**config.mk**
```make
export PLATFORM = sky130hd
export DESIGN_NAME = mem_arbiter
export DESIGN_NICKNAME = d
export VERILOG_FILES = /design/src/rtl/arb_pkg.sv /design/src/rtl/req_sync.sv /design/src/rtl/wait_counter.sv /design/src/rtl/mem_arbiter.sv
export SDC_FILE = /design/constraint.sdc
export NUM_CORES = 1
export LEC_CHECK = 0
export ABC_AREA = 1
export ABC_CLOCK_PERIOD_IN_PS = 2600
export BUFFER_PORTS_ARGS = -buffer_cell sky130_fd_sc_hd__buf_2
export CORE_MARGIN = 1
export CORE_UTILIZATION = 50
export CTS_BUF_LIST = sky130_fd_sc_hd__clkbuf_4 sky130_fd_sc_hd__clkbuf_8
export CTS_CLUSTER_DIAMETER = 50
export CTS_CLUSTER_SIZE = 14
export DETAILED_ROUTE_END_ITERATION = 10
export GPL_ROUTABILITY_DRIVEN = 0
export PLACE_DENSITY = 0.69
export SETUP_SLACK_MARGIN = 0.2
export SYNTH_ARGS = -nofsm -noshare
export SYNTH_HDL_FRONTEND = slang
export SYNTH_SLANG_ARGS = --single-unit
```
**constraint.sdc**
```tcl
create_clock -name clk -period 2.6 [get_ports clk]
set_input_delay 0.13 -clock clk [delete_from_list [all_inputs] [get_ports clk]]
set_output_delay 0.13 -clock clk [all_outputs]
set_load 0.03 [all_outputs]
```
**src/rtl/arb_pkg.sv**
```systemverilog
// Constants shared by the shared-memory arbiter and its register file.
// Assumes a 50 MHz bus clock and a 32-bit Avalon-MM register port.
package arb_pkg;
    localparam int CLK_MHZ = 50;
    localparam logic [7:0] OFF_CMD = 8'h00;
    localparam logic [7:0] OFF_DCR = 8'h04;
    localparam logic [7:0] OFF_DATA_CONFIG_REG_TWO = 8'h08;
    localparam logic [7:0] OFF_IMR = 8'h0c;
    localparam logic [7:0] OFF_ISR = 8'h10;
    localparam logic [7:0] OFF_TCR = 8'h14;
    localparam logic [7:0] OFF_RCR = 8'h18;
    localparam logic [7:0] OFF_BUFFER_END_COUNT = 8'h1c;
    localparam logic [7:0] OFF_SEQ = 8'h20;
    localparam logic [7:0] OFF_CAME = 8'h24;
    localparam logic [7:0] OFF_DMA = 8'h28;
    localparam logic [7:0] OFF_STAT = 8'h2c;
    localparam logic [15:0] CMD_HW_RST = 16'h0094;
    localparam logic [15:0] CMD_SW_RST = 16'h0094;
    localparam logic [15:0] CMD_SW_RST_TX = 16'h00a4;
    localparam logic [15:0] IMR_RST = 16'h0000;
    localparam logic [15:0] ISR_RST = 16'h0000;
    localparam logic [15:0] TCR_RST = 16'h0101;
    localparam logic [15:0] BUFFER_END_COUNT_RST = 16'h02f8;
    localparam logic [15:0] SEQ_RST = 16'h0000;
    localparam logic [15:0] CAME_RST = 16'h0000;
    localparam logic [15:0] RCR_HW_CLR = 16'h0e00;
    localparam logic [15:0] DCR_HW_CLR = 16'ha000;
    localparam logic [15:0] DATA_CONFIG_REG_TWO_HW_CLR = 16'h001f;
    localparam int CMD_SOFT_RESET_BIT = 7;
    localparam int CMD_TX_BIT = 1;
    localparam logic [2:0] MASTER_BASE_CLKS = 3'h4;
endpackage : arb_pkg

```
**src/rtl/req_sync.sv**
```systemverilog
// Two-stage synchroniser for the active-low memory request.
// Assumes the first stage samples on the falling clock edge.
`timescale 1ns/1ps
`default_nettype none
module req_sync (
    input wire logic clk,
    input wire logic resetn,
    input wire logic async_n,
    output logic sync_n
);
    logic fall_ff;
    logic rise_ff;
    // First stage on the falling edge gives a half cycle of resolution time
    always_ff @(negedge clk) begin
        fall_ff <= async_n;
    end
    always_ff @(posedge clk) begin
        if (!resetn) begin
            rise_ff <= 1'b1;
        end else begin
            rise_ff <= fall_ff;
        end
    end
    assign sync_n = rise_ff;
endmodule : req_sync
`default_nettype wire

```
**src/rtl/wait_counter.sv**
```systemverilog
// Counts the cycles left in the current master transfer, one per base clock or wait state.
// Assumes a load pulse starts a transfer and a stall level adds wait states.
`timescale 1ns/1ps
`default_nettype none
module wait_counter #(
    parameter int W = 3
) (
    input wire logic clk,
    input wire logic resetn,
    input wire logic load,
    input wire logic [W-1:0] load_val,
    input wire logic stall,
    output logic busy
);
    logic [W-1:0] cnt_ff;
    always_ff @(posedge clk) begin
        if (!resetn) begin
            cnt_ff <= '0;
        end else if (load) begin
            cnt_ff <= load_val;
        end else if (cnt_ff != '0 && !stall) begin
            cnt_ff <= cnt_ff - 1'b1;
        end
    end
    // Busy must not depend on load: the load itself is gated by busy
    assign busy = (cnt_ff != '0);
endmodule : wait_counter
`default_nettype wire

```
**src/rtl/mem_arbiter.sv**
```systemverilog
// Shared-memory arbiter with hardware and software reset of the register set.
// Assumes one 50 MHz clock and an Avalon-MM master on the register port.
// Behaviour
// - Host claims memory with mem_request_n; grant_ack_n grants; release ends it.
// - Request sampled on falling edge, then synchronised once to rising edge.
// - Grant issued at a first bus state, after finishing any current transfer.
// - Grant one clock after sampling when idle, five when mastering.
// - Each master wait state adds one clock to the grant delay.
// - Grant removed within one clock of release; master operation then resumes.
// - Chip select access arbitrated likewise, ending in a slave cycle.
// - Memory grant stays low continuously until request withdrawn.
// - Chip select grant also needs strobe at level set by bus style.
// - Hardware pin reset and software command reset act differently.
// - Hardware reset loads command register 0094h.
// - Hardware reset clears interrupt mask and flag registers.
// - Hardware reset loads transmit control 0101h.
// - Hardware reset loads buffer end count 02F8h.
// - Hardware reset clears sequence counters and match enable register.
// - Hardware reset clears loopback and broadcast bits only in receive control.
// - Hardware reset clears listed data configuration bits; others kept.
// - Hardware reset also clears the DMA request register; it leaves only the kept receive and data configuration bits untouched.
// - Software reset stops DMA, parks idle, changes only command and DMA request registers.
`timescale 1ns/1ps
`default_nettype none
module mem_arbiter
    import arb_pkg::*;
#(
    parameter int CNT_W = 3
) (
    input wire logic clk,
    input wire logic resetn,
    input wire logic mem_request_n,
    input wire logic chip_sel_n,
    input wire logic slave_addr_strobe,
    input wire logic bus_style_select,
    input wire logic master_wait,
    output logic grant_ack_n,
    output logic bus_master,
    output logic slave_cycle,
    input wire logic [7:0] avs_address,
    input wire logic avs_read,
    input wire logic avs_write,
    input wire logic [31:0] avs_writedata,
    output logic [31:0] avs_readdata,
    output logic avs_waitrequest
);
    typedef enum logic [2:0] {ST_IDLE, ST_MASTER, ST_DRAIN, ST_MEM_GRANT, ST_SLAVE} arb_state_e;
    arb_state_e state_ff;
    arb_state_e nxt_state;
    logic req_sync_n;
    logic grant_ff;
    logic nxt_grant;
    logic master_ff;
    logic slave_ff;
    logic resume_ff;
    logic xfer_busy;
    logic xfer_load;
    logic ack_ff;
    logic grant_n_ff;
    logic wreq_ff;
    logic [31:0] rdata_ff;
    logic [15:0] cmd_ff;
    logic [15:0] dcr_ff;
    logic [15:0] data_config_reg_two_ff;
    logic [15:0] imr_ff;
    logic [15:0] isr_ff;
    logic [15:0] tcr_ff;
    logic [15:0] rcr_ff;
    logic [15:0] buffer_end_count_ff;
    logic [15:0] seq_ff;
    logic [15:0] came_ff;
    logic dma_req_ff;

    req_sync u_sync (
        .clk(clk),
        .resetn(resetn),
        .async_n(mem_request_n),
        .sync_n(req_sync_n)
    );

    wire mem_req = !req_sync_n;
    wire strobe_ok = bus_style_select ? !slave_addr_strobe : slave_addr_strobe;
    wire cs_req = !chip_sel_n && strobe_ok;
    wire host_req = mem_req || cs_req;
    wire bus_acc = (avs_read || avs_write) && !ack_ff;
    wire wr_hit = avs_write && !ack_ff;
    wire soft_rst = wr_hit && avs_address == OFF_CMD && avs_writedata[CMD_SOFT_RESET_BIT];
    wire dma_start = dma_req_ff && !soft_rst && !host_req;

    assign xfer_load = (state_ff == ST_IDLE || state_ff == ST_MASTER) && nxt_state == ST_MASTER
        && !xfer_busy;

    // Cycles beyond the grant edge: base of five minus the grant cycle itself
    wait_counter #(.W(CNT_W)) u_wait (
        .clk(clk),
        .resetn(resetn),
        .load(xfer_load),
        .load_val(CNT_W'(MASTER_BASE_CLKS)),
        .stall(master_wait),
        .busy(xfer_busy)
    );

    always_comb begin
        nxt_state = state_ff;
        nxt_grant = 1'b0;
        case (state_ff)
            ST_IDLE: begin
                if (mem_req) begin
                    nxt_state = ST_MEM_GRANT;
                    nxt_grant = 1'b1;
                end else if (cs_req) begin
                    nxt_state = ST_SLAVE;
                    nxt_grant = 1'b1;
                end else if (dma_start || resume_ff) begin
                    nxt_state = ST_MASTER;
                end
            end
            ST_MASTER: begin
                if (soft_rst) begin
                    nxt_state = ST_IDLE;
                end else if (host_req) begin
                    nxt_state = ST_DRAIN;
                end else if (!xfer_busy && !dma_req_ff) begin
                    nxt_state = ST_IDLE;
                end
            end
            ST_DRAIN: begin
                if (!xfer_busy) begin
                    if (mem_req) begin
                        nxt_state = ST_MEM_GRANT;
                        nxt_grant = 1'b1;
                    end else if (cs_req) begin
                        nxt_state = ST_SLAVE;
                        nxt_grant = 1'b1;
                    end else begin
                        nxt_state = ST_MASTER;
                    end
                end
            end
            ST_MEM_GRANT: begin
                if (mem_req) begin
                    nxt_grant = 1'b1;
                end else begin
                    nxt_state = ST_IDLE;
                end
            end
            ST_SLAVE: begin
                if (cs_req) begin
                    nxt_grant = 1'b1;
                end else begin
                    nxt_state = ST_IDLE;
                end
            end
            default: begin
                nxt_state = ST_IDLE;
            end
        endcase
    end

    always_ff @(posedge clk) begin
        if (!resetn) begin
            state_ff <= ST_IDLE;
            grant_ff <= 1'b0;
            grant_n_ff <= 1'b1;
            master_ff <= 1'b0;
            slave_ff <= 1'b0;
            resume_ff <= 1'b0;
        end else begin
            state_ff <= nxt_state;
            grant_ff <= nxt_grant;
            grant_n_ff <= !nxt_grant;
            master_ff <= nxt_state == ST_MASTER || nxt_state == ST_DRAIN;
            slave_ff <= nxt_state == ST_SLAVE;
            if (soft_rst) begin
                resume_ff <= 1'b0;
            end else if (state_ff == ST_DRAIN && nxt_state != ST_DRAIN && dma_req_ff) begin
                resume_ff <= 1'b1;
            end else if (nxt_state == ST_MASTER) begin
                resume_ff <= 1'b0;
            end
        end
    end

    assign grant_ack_n = grant_n_ff;
    assign bus_master = master_ff;
    assign slave_cycle = slave_ff;

    // One wait cycle for every access keeps the read path registered
    always_ff @(posedge clk) begin
        if (!resetn) begin
            ack_ff <= 1'b0;
            wreq_ff <= 1'b1;
        end else begin
            ack_ff <= bus_acc;
            wreq_ff <= !bus_acc;
        end
    end
    assign avs_waitrequest = wreq_ff;

    function automatic logic [15:0] reg_sel(input logic [7:0] a, input logic [15:0] c,
            input logic [15:0] d, input logic [15:0] d2, input logic [15:0] im,
            input logic [15:0] is, input logic [15:0] t, input logic [15:0] r,
            input logic [15:0] e, input logic [15:0] s, input logic [15:0] cm);
        if (a == OFF_CMD) reg_sel = c;
        else if (a == OFF_DCR) reg_sel = d;
        else if (a == OFF_DATA_CONFIG_REG_TWO) reg_sel = d2;
        else if (a == OFF_IMR) reg_sel = im;
        else if (a == OFF_ISR) reg_sel = is;
        else if (a == OFF_TCR) reg_sel = t;
        else if (a == OFF_RCR) reg_sel = r;
        else if (a == OFF_BUFFER_END_COUNT) reg_sel = e;
        else if (a == OFF_SEQ) reg_sel = s;
        else if (a == OFF_CAME) reg_sel = cm;
        else reg_sel = 16'h0000;
    endfunction : reg_sel

    wire [15:0] stat_word = {11'h000, dma_req_ff, resume_ff, slave_ff, master_ff, grant_ff};
    wire [15:0] rd_word = avs_address == OFF_STAT ? stat_word :
        avs_address == OFF_DMA ? {15'h0000, dma_req_ff} :
        reg_sel(avs_address, cmd_ff, dcr_ff, data_config_reg_two_ff, imr_ff, isr_ff, tcr_ff, rcr_ff,
            buffer_end_count_ff, seq_ff, came_ff);

    always_ff @(posedge clk) begin
        if (!resetn) begin
            rdata_ff <= 32'h0000_0000;
        end else if (avs_read && !ack_ff) begin
            rdata_ff <= {16'h0000, rd_word};
        end
    end
    assign avs_readdata = rdata_ff;

    wire [15:0] wd = avs_writedata[15:0];
    wire [15:0] sw_cmd = cmd_ff[CMD_TX_BIT] ? CMD_SW_RST_TX : CMD_SW_RST;

    // Registers with partial reset have no reset branch on the kept bits
    always_ff @(posedge clk) begin
        if (!resetn) begin
            cmd_ff <= CMD_HW_RST;
            imr_ff <= IMR_RST;
            isr_ff <= ISR_RST;
            tcr_ff <= TCR_RST;
            buffer_end_count_ff <= BUFFER_END_COUNT_RST;
            seq_ff <= SEQ_RST;
            came_ff <= CAME_RST;
            dma_req_ff <= 1'b0;
        end else if (soft_rst) begin
            cmd_ff <= sw_cmd;
            dma_req_ff <= 1'b0;
        end else if (wr_hit) begin
            if (avs_address == OFF_CMD) cmd_ff <= wd;
            if (avs_address == OFF_IMR) imr_ff <= wd;
            if (avs_address == OFF_ISR) isr_ff <= isr_ff & ~wd;
            if (avs_address == OFF_TCR) tcr_ff <= wd;
            if (avs_address == OFF_BUFFER_END_COUNT) buffer_end_count_ff <= wd;
            if (avs_address == OFF_SEQ) seq_ff <= wd;
            if (avs_address == OFF_CAME) came_ff <= wd;
            if (avs_address == OFF_DMA) dma_req_ff <= avs_writedata[0];
        end
    end

    always_ff @(posedge clk) begin
        if (!resetn) begin
            rcr_ff <= rcr_ff & ~RCR_HW_CLR;
            dcr_ff <= dcr_ff & ~DCR_HW_CLR;
            data_config_reg_two_ff <= data_config_reg_two_ff & ~DATA_CONFIG_REG_TWO_HW_CLR;
        end else if (wr_hit) begin
            if (avs_address == OFF_RCR) rcr_ff <= wd;
            if (avs_address == OFF_DCR) dcr_ff <= wd;
            if (avs_address == OFF_DATA_CONFIG_REG_TWO) data_config_reg_two_ff <= wd;
        end
    end

    a_grant_holds: assert property (@(posedge clk) disable iff (!resetn)
        state_ff == ST_MEM_GRANT && mem_req |=> !grant_ack_n)
        else $error("memory grant dropped while request held");
    a_grant_release: assert property (@(posedge clk) disable iff (!resetn)
        state_ff == ST_MEM_GRANT && !mem_req |=> grant_ack_n)
        else $error("grant not removed after release");
    a_idle_grant: assert property (@(posedge clk) disable iff (!resetn)
        state_ff == ST_IDLE && mem_req |=> !grant_ack_n)
        else $error("idle grant not given in one clock");
    a_drain_no_grant: assert property (@(posedge clk) disable iff (!resetn)
        state_ff == ST_DRAIN && xfer_busy |=> grant_ack_n)
        else $error("grant during unfinished master transfer");
    a_slave_strobe: assert property (@(posedge clk) disable iff (!resetn)
        state_ff == ST_SLAVE && !cs_req |=> grant_ack_n)
        else $error("register grant held without strobe");
    a_grant_master: assert property (@(posedge clk) disable iff (!resetn)
        !grant_ack_n |-> !bus_master)
        else $error("grant while still bus master");
    a_soft_cmd: assert property (@(posedge clk) disable iff (!resetn)
        soft_rst |=> (cmd_ff == CMD_SW_RST || cmd_ff == CMD_SW_RST_TX) && !dma_req_ff)
        else $error("software reset command value wrong");
    a_hw_values: assert property (@(posedge clk)
        !resetn |=> cmd_ff == CMD_HW_RST && tcr_ff == TCR_RST && buffer_end_count_ff == BUFFER_END_COUNT_RST)
        else $error("hardware reset values wrong");
    a_reset_grant: assert property (@(posedge clk)
        !resetn |=> grant_ack_n && !bus_master)
        else $error("grant or mastership during reset");
endmodule : mem_arbiter
`default_nettype wire

```
-- After elaboration in Yosys (flattened, before gate mapping)
Cells that the tools add are included.
W data, S select, Z words.
- output and inout port bits: 36
- logic and storage cells: 142
- bits of input ports: 49
- register bits after elaboration: 192
- eq/ne operators: 19
- $add $sub $neg: 1
- muxes and demuxes: 38
- reductions and logical operators: 53
- bitwise gates (word level): 4
- operators with widths (kind ; number):
    $mux W16 ; 15
    $mux W3 ; 13
    $eq A8 B5 Y1 const B ; 4
    $eq A8 B6 Y1 const B ; 4
    $reduce_and A3 Y1 ; 9
    $and A16 B16 Y16 ; 1
    $eq A8 B4 Y1 const B ; 2
    $not A16 Y16 ; 1
    $pmux W3 S5 ; 1
    $logic_and A1 B1 Y1 ; 14
    $logic_not A1 Y1 ; 11
    $reduce_and A2 Y1 ; 5
    $eq A3 B2 Y1 const B ; 3
    $eq A8 B3 Y1 const B ; 1
    $logic_not A8 Y1 ; 1
    $reduce_bool A2 Y1 ; 4
    $mux W1 ; 7
    $eq A3 B1 Y1 const B ; 2
    $eq A3 B3 Y1 const B ; 2
    $mux W6 ; 1
    $logic_or A1 B1 Y1 ; 5
    $pmux W1 S4 ; 1
    $reduce_or A2 Y1 ; 2
    $logic_not A3 Y1 ; 1
    4 further kinds ; 5

-- Longest topological paths before layout
- depth in word-level cells: 16
- gate-level depth with buffers: 15
- depth with buffers taken out: 15

-- Cells and area by module
A second synthesis with hierarchy kept.
- cell total of the unflattened synthesis: 1128
- area total of the unflattened synthesis: 8548.2 µm²
- modules (own cells, without submodules) (module ; cells each ; area each (µm²) ; times used ; sequential area each (µm²)):
    mem_arbiter ; 1088 ; 8271.7 ; 1 ; 4124.0
    wait_counter ; 35 ; 225.2 ; 1 ; 60.1
    req_sync ; 5 ; 51.3 ; 1 ; 40.0

==> reports/metrics.csv <==
stage,metric,value,unit
status,status,finished clean,
die,row_count,46,
timing,grt_setup_unrepaired,false,
final_layout,area_growth,11.4,%
timing,period_needed,2040,ps
global_routing,grtUsageTotal,25.1,%
critical_path,crit_path_top_delay_cell,nor2_4,
synthesis,yosys.cell_count.top_type,nand2_1,
synthesis,ys_async_sr_fraction,0,%
timing,finClkSkew,16.2,ps
critical_path,critPathKind,flip-flop to flip-flop,
synthesis,synth_top_area_share,37.3,%
clocking,cts.sinks,192,
critical_path,reg2reg_depth,11,
power,clkPwrFrac,34.5,%
clocking,numCtsBuffers,17,
min_path,hold_depth,1,
synthesis,yosys-top-cells-area,"dfxtp_1 (37%), edfxtp_1 (14%), nand2_1 (9.5%), a21oi_1 (7.4%), nor2_1 (6.6%)",
die,initial_core_util,51.6,%
min_path,hold_end,data_config_reg_two_ff[10]$_DFFE_PP_,
clocking,clk_pin_slew,100,ps
timing,slew_violations,0,
clocking,root_buffer,clkbuf_8,
routing,drtAntennaViolNets,0,
final_layout,num-fill-cells,1525,
power,pwr-share-seq,55.0,%
placement,place_hpwl,14000,µm
power,power,0.00567,W
routing,via_count,7040,
timing,max_freq,0.491,GHz
clocking,post_cts_buffers,0,
critical_path,reg2reg_to,seq_ff[15]$_SDFFE_PN0P_,
synthesis,synth_cells,1069,
routing,vias_per_cell,5.18,
timing,relSlewSlack,58.7,%
clocking,cts_tree,built,
critical_path,cp-end-kind,flip-flop,
clocking,h-tree-depth,4,
synthesis,synth_cell_types,33,
global_routing,globalRouteOverflowTotal,0,
power,p_leak,3.86,nW
timing,finalSetupViolCount,0,
synthesis,yosysSeqAreaShare,51.1,%
synthesis,yosysWarningCount,0,
final_layout,antennaDiodeCount,0,
global_routing,grt_pass1_vias,6261,
power,intPower,0.00407,W
routing,post_drt_wl_per_cell,14.9,µm
timing,finalCritPeriodShare,78.3,%
timing,hold_viol_final,0,
die,core-area,16000,µm²
power,power_switching,0.00160,W
final_layout,stdcell_count,1358,
synthesis,synthesis.area,8260,µm²
routing,remaining_drc_errors,0,
power,p_per_area,616,nW/µm²
placement,port-buffer-count,52,
critical_path,crit_fanout,23,
critical_path,crit_top_cell,inv_2,
power,ir_worst_vdd,0.802,mV
clocking,cts_resized,0,
final_layout,drive_above_1_share,13.3,%
critical_path,max_stage_delay,450,ps
timing,worst_pin_slew,619,ps
power,p_comb_share,10.5,%
min_path,min_from,avs_writedata[10],
final_layout,final_cell_area,9200,µm²
critical_path,worstPathArrival,2410,ps
min_path,hp-class,primary input to flip-flop,
global_routing,antenna_found_initial,0,
timing,tns,0,ps
synthesis,synth.cells.most_frequent,"nand2_1 (210), dfxtp_1 (154), nor2_1 (145), a21oi_1 (122), inv_1 (94)",
routing,dr.pass1.iters,5,
routing,finalWirelength,20300,µm
critical_path,start_kind,flip-flop,
die,dieArea,17000,µm²
placement,placedInstanceArea,8680,µm²
clocking,clockBufferDepth,2,
global_routing,grt_pass1_wl,32400,µm
routing,drtIter0Drc,569,
die,pin_count,85,
power,p_sw_share,28.2,%
die,die_w,131,µm
die,die_h,131,µm
critical_path,crit_chain,inv_2 > nand2_2 > inv_2 > nand2_1 > nor2_2 > nor2_2 > inv_4 > nor2_4 > inv_2 > o21ai_1 > a21oi_1,
clocking,clkLatencyLatePin,480,ps
final_layout,nets,1180,
synthesis,synth_edf_count,38,
synthesis,synthFlopType,dfxtp_1,
job,max_cap_violations,0,
synthesis,syn_avg_cell_area,7.73,µm²
synthesis,synth_area_leader_cell,dfxtp_1,
placement,place_inst,1313,
global_routing,grt_max_degree,59,
critical_path,rr_startpoint,ack_ff$_SDFF_PN0_,
critical_path,crit_required,2970,ps
synthesis,synth-seq-cells,192,
critical_path,reg2reg_slack,560,ps
-- cells by family (layout without fill, tap and decap cells) --
| family | count (synthesis) | in the layout | synth area share, % |
|---|---|---|---|
| other cells | 1 | 16 | 0.0454 |
| simple gates | 472 | 472 | 24.8 |
| xor+xnor | 1 | 1 | 0.106 |
| flops | 192 | 192 | 51.1 |
| compound gates | 227 | 227 | 14.2 |
| fa+ha+maj | 2 | 2 | 0.303 |
| buf+inv | 174 | 232 | 9.39 |
-- worst max-delay path by stage --
stage                                            to  slack, ps         startpoint  cells after the start
3_5_place_dp   data_config_reg_two_ff[11]$_DFFE_PP_        520     avs_address[0]                     11
3_3_place_gp   data_config_reg_two_ff[12]$_DFFE_PP_        580     avs_address[0]                     11
5_1_grt                      seq_ff[9]$_SDFFE_PN0P_        370  ack_ff$_SDFF_PN0_                     11
2_1_floorplan                   dcr_ff[0]$_DFFE_PP_        560     avs_address[1]                      6
6_report                    seq_ff[15]$_SDFFE_PN0P_        560  ack_ff$_SDFF_PN0_                     11
4_1_cts                     seq_ff[15]$_SDFFE_PN0P_        580  ack_ff$_SDFF_PN0_                     11
-- repair_timing --
action | in CTS | in global routing
endpoints found under the hold margin | 33 | 9
endpoints found under the setup margin | 0 | 0
hold buffers | 9 | 4
-- cell usage in the layout (no fill, tap or decap), drive strengths merged, types with 7 or more instances in the layout --
cell type / count
a21oi: 122
edfxtp: 38
nor2: 164
o21ai: 89
buf: 78
dlygate4sd3: 13
nand2: 212
nand3: 66
nand4: 18
nor3: 8
dfxtp: 154
clkbuf: 18
inv: 113
o211ai: 7
conb: 16
-- metal layers --
metal,global-route usage [%],up-vias,wire length [µm],share of wire (%)
li1,-,3572,-,-
met5,0,-,0,0
met1,34.6,3230,9460,47
met3,5.09,25,1090,5.4
met2,39.5,213,9360,46
met4,8.32,0,378,1.9
-- critical path, delay by kind of cell, from the launching register on --
kind                   cells  cell delay, ps
AND/OR/NAND/NOR            5             870
flip-flops                 1             330
AO/OA/AOI/OAI              2             220
buffers and inverters      4             500
-- power by group through the flow --
stage / combinational (W) / clock (W) / sequential (W)
after detailed placement: 0.000575 / 0.00000481 / 0.00319
final: 0.000594 / 0.00196 / 0.00312
after global placement: 0.000569 / 0.00000481 / 0.00319
after global routing: 0.000660 / 0.00210 / 0.00313
after CTS: 0.000589 / 0.00198 / 0.00312
after floorplan: 0.000400 / 0.00000481 / 0.00322
-- stage by stage --
step	worst slack, ps	hold slack, ps	util [%]
5_1_grt	373	0.248	57.5
4_1_cts	576	0.556	57.3
3_5_place_dp	520	381	54.2
2_1_floorplan	562	229	-
3_3_place_gp	583	386	54.2
6_report	564	30.5	57.5
-- final cells by class --
class                   instances  area [µm²]  area share [%]
flip-flops and latches        192        4220            45.9
multi-input cells             718        3320            36.0
repair buffers                 91         586            6.36
inverters                     108         409            4.45
well taps                     216         270            2.94
clock buffers                  18         241            2.62
clock inverters                15         156            1.70
No activity file was read; power rests on OpenSTA's default activity.
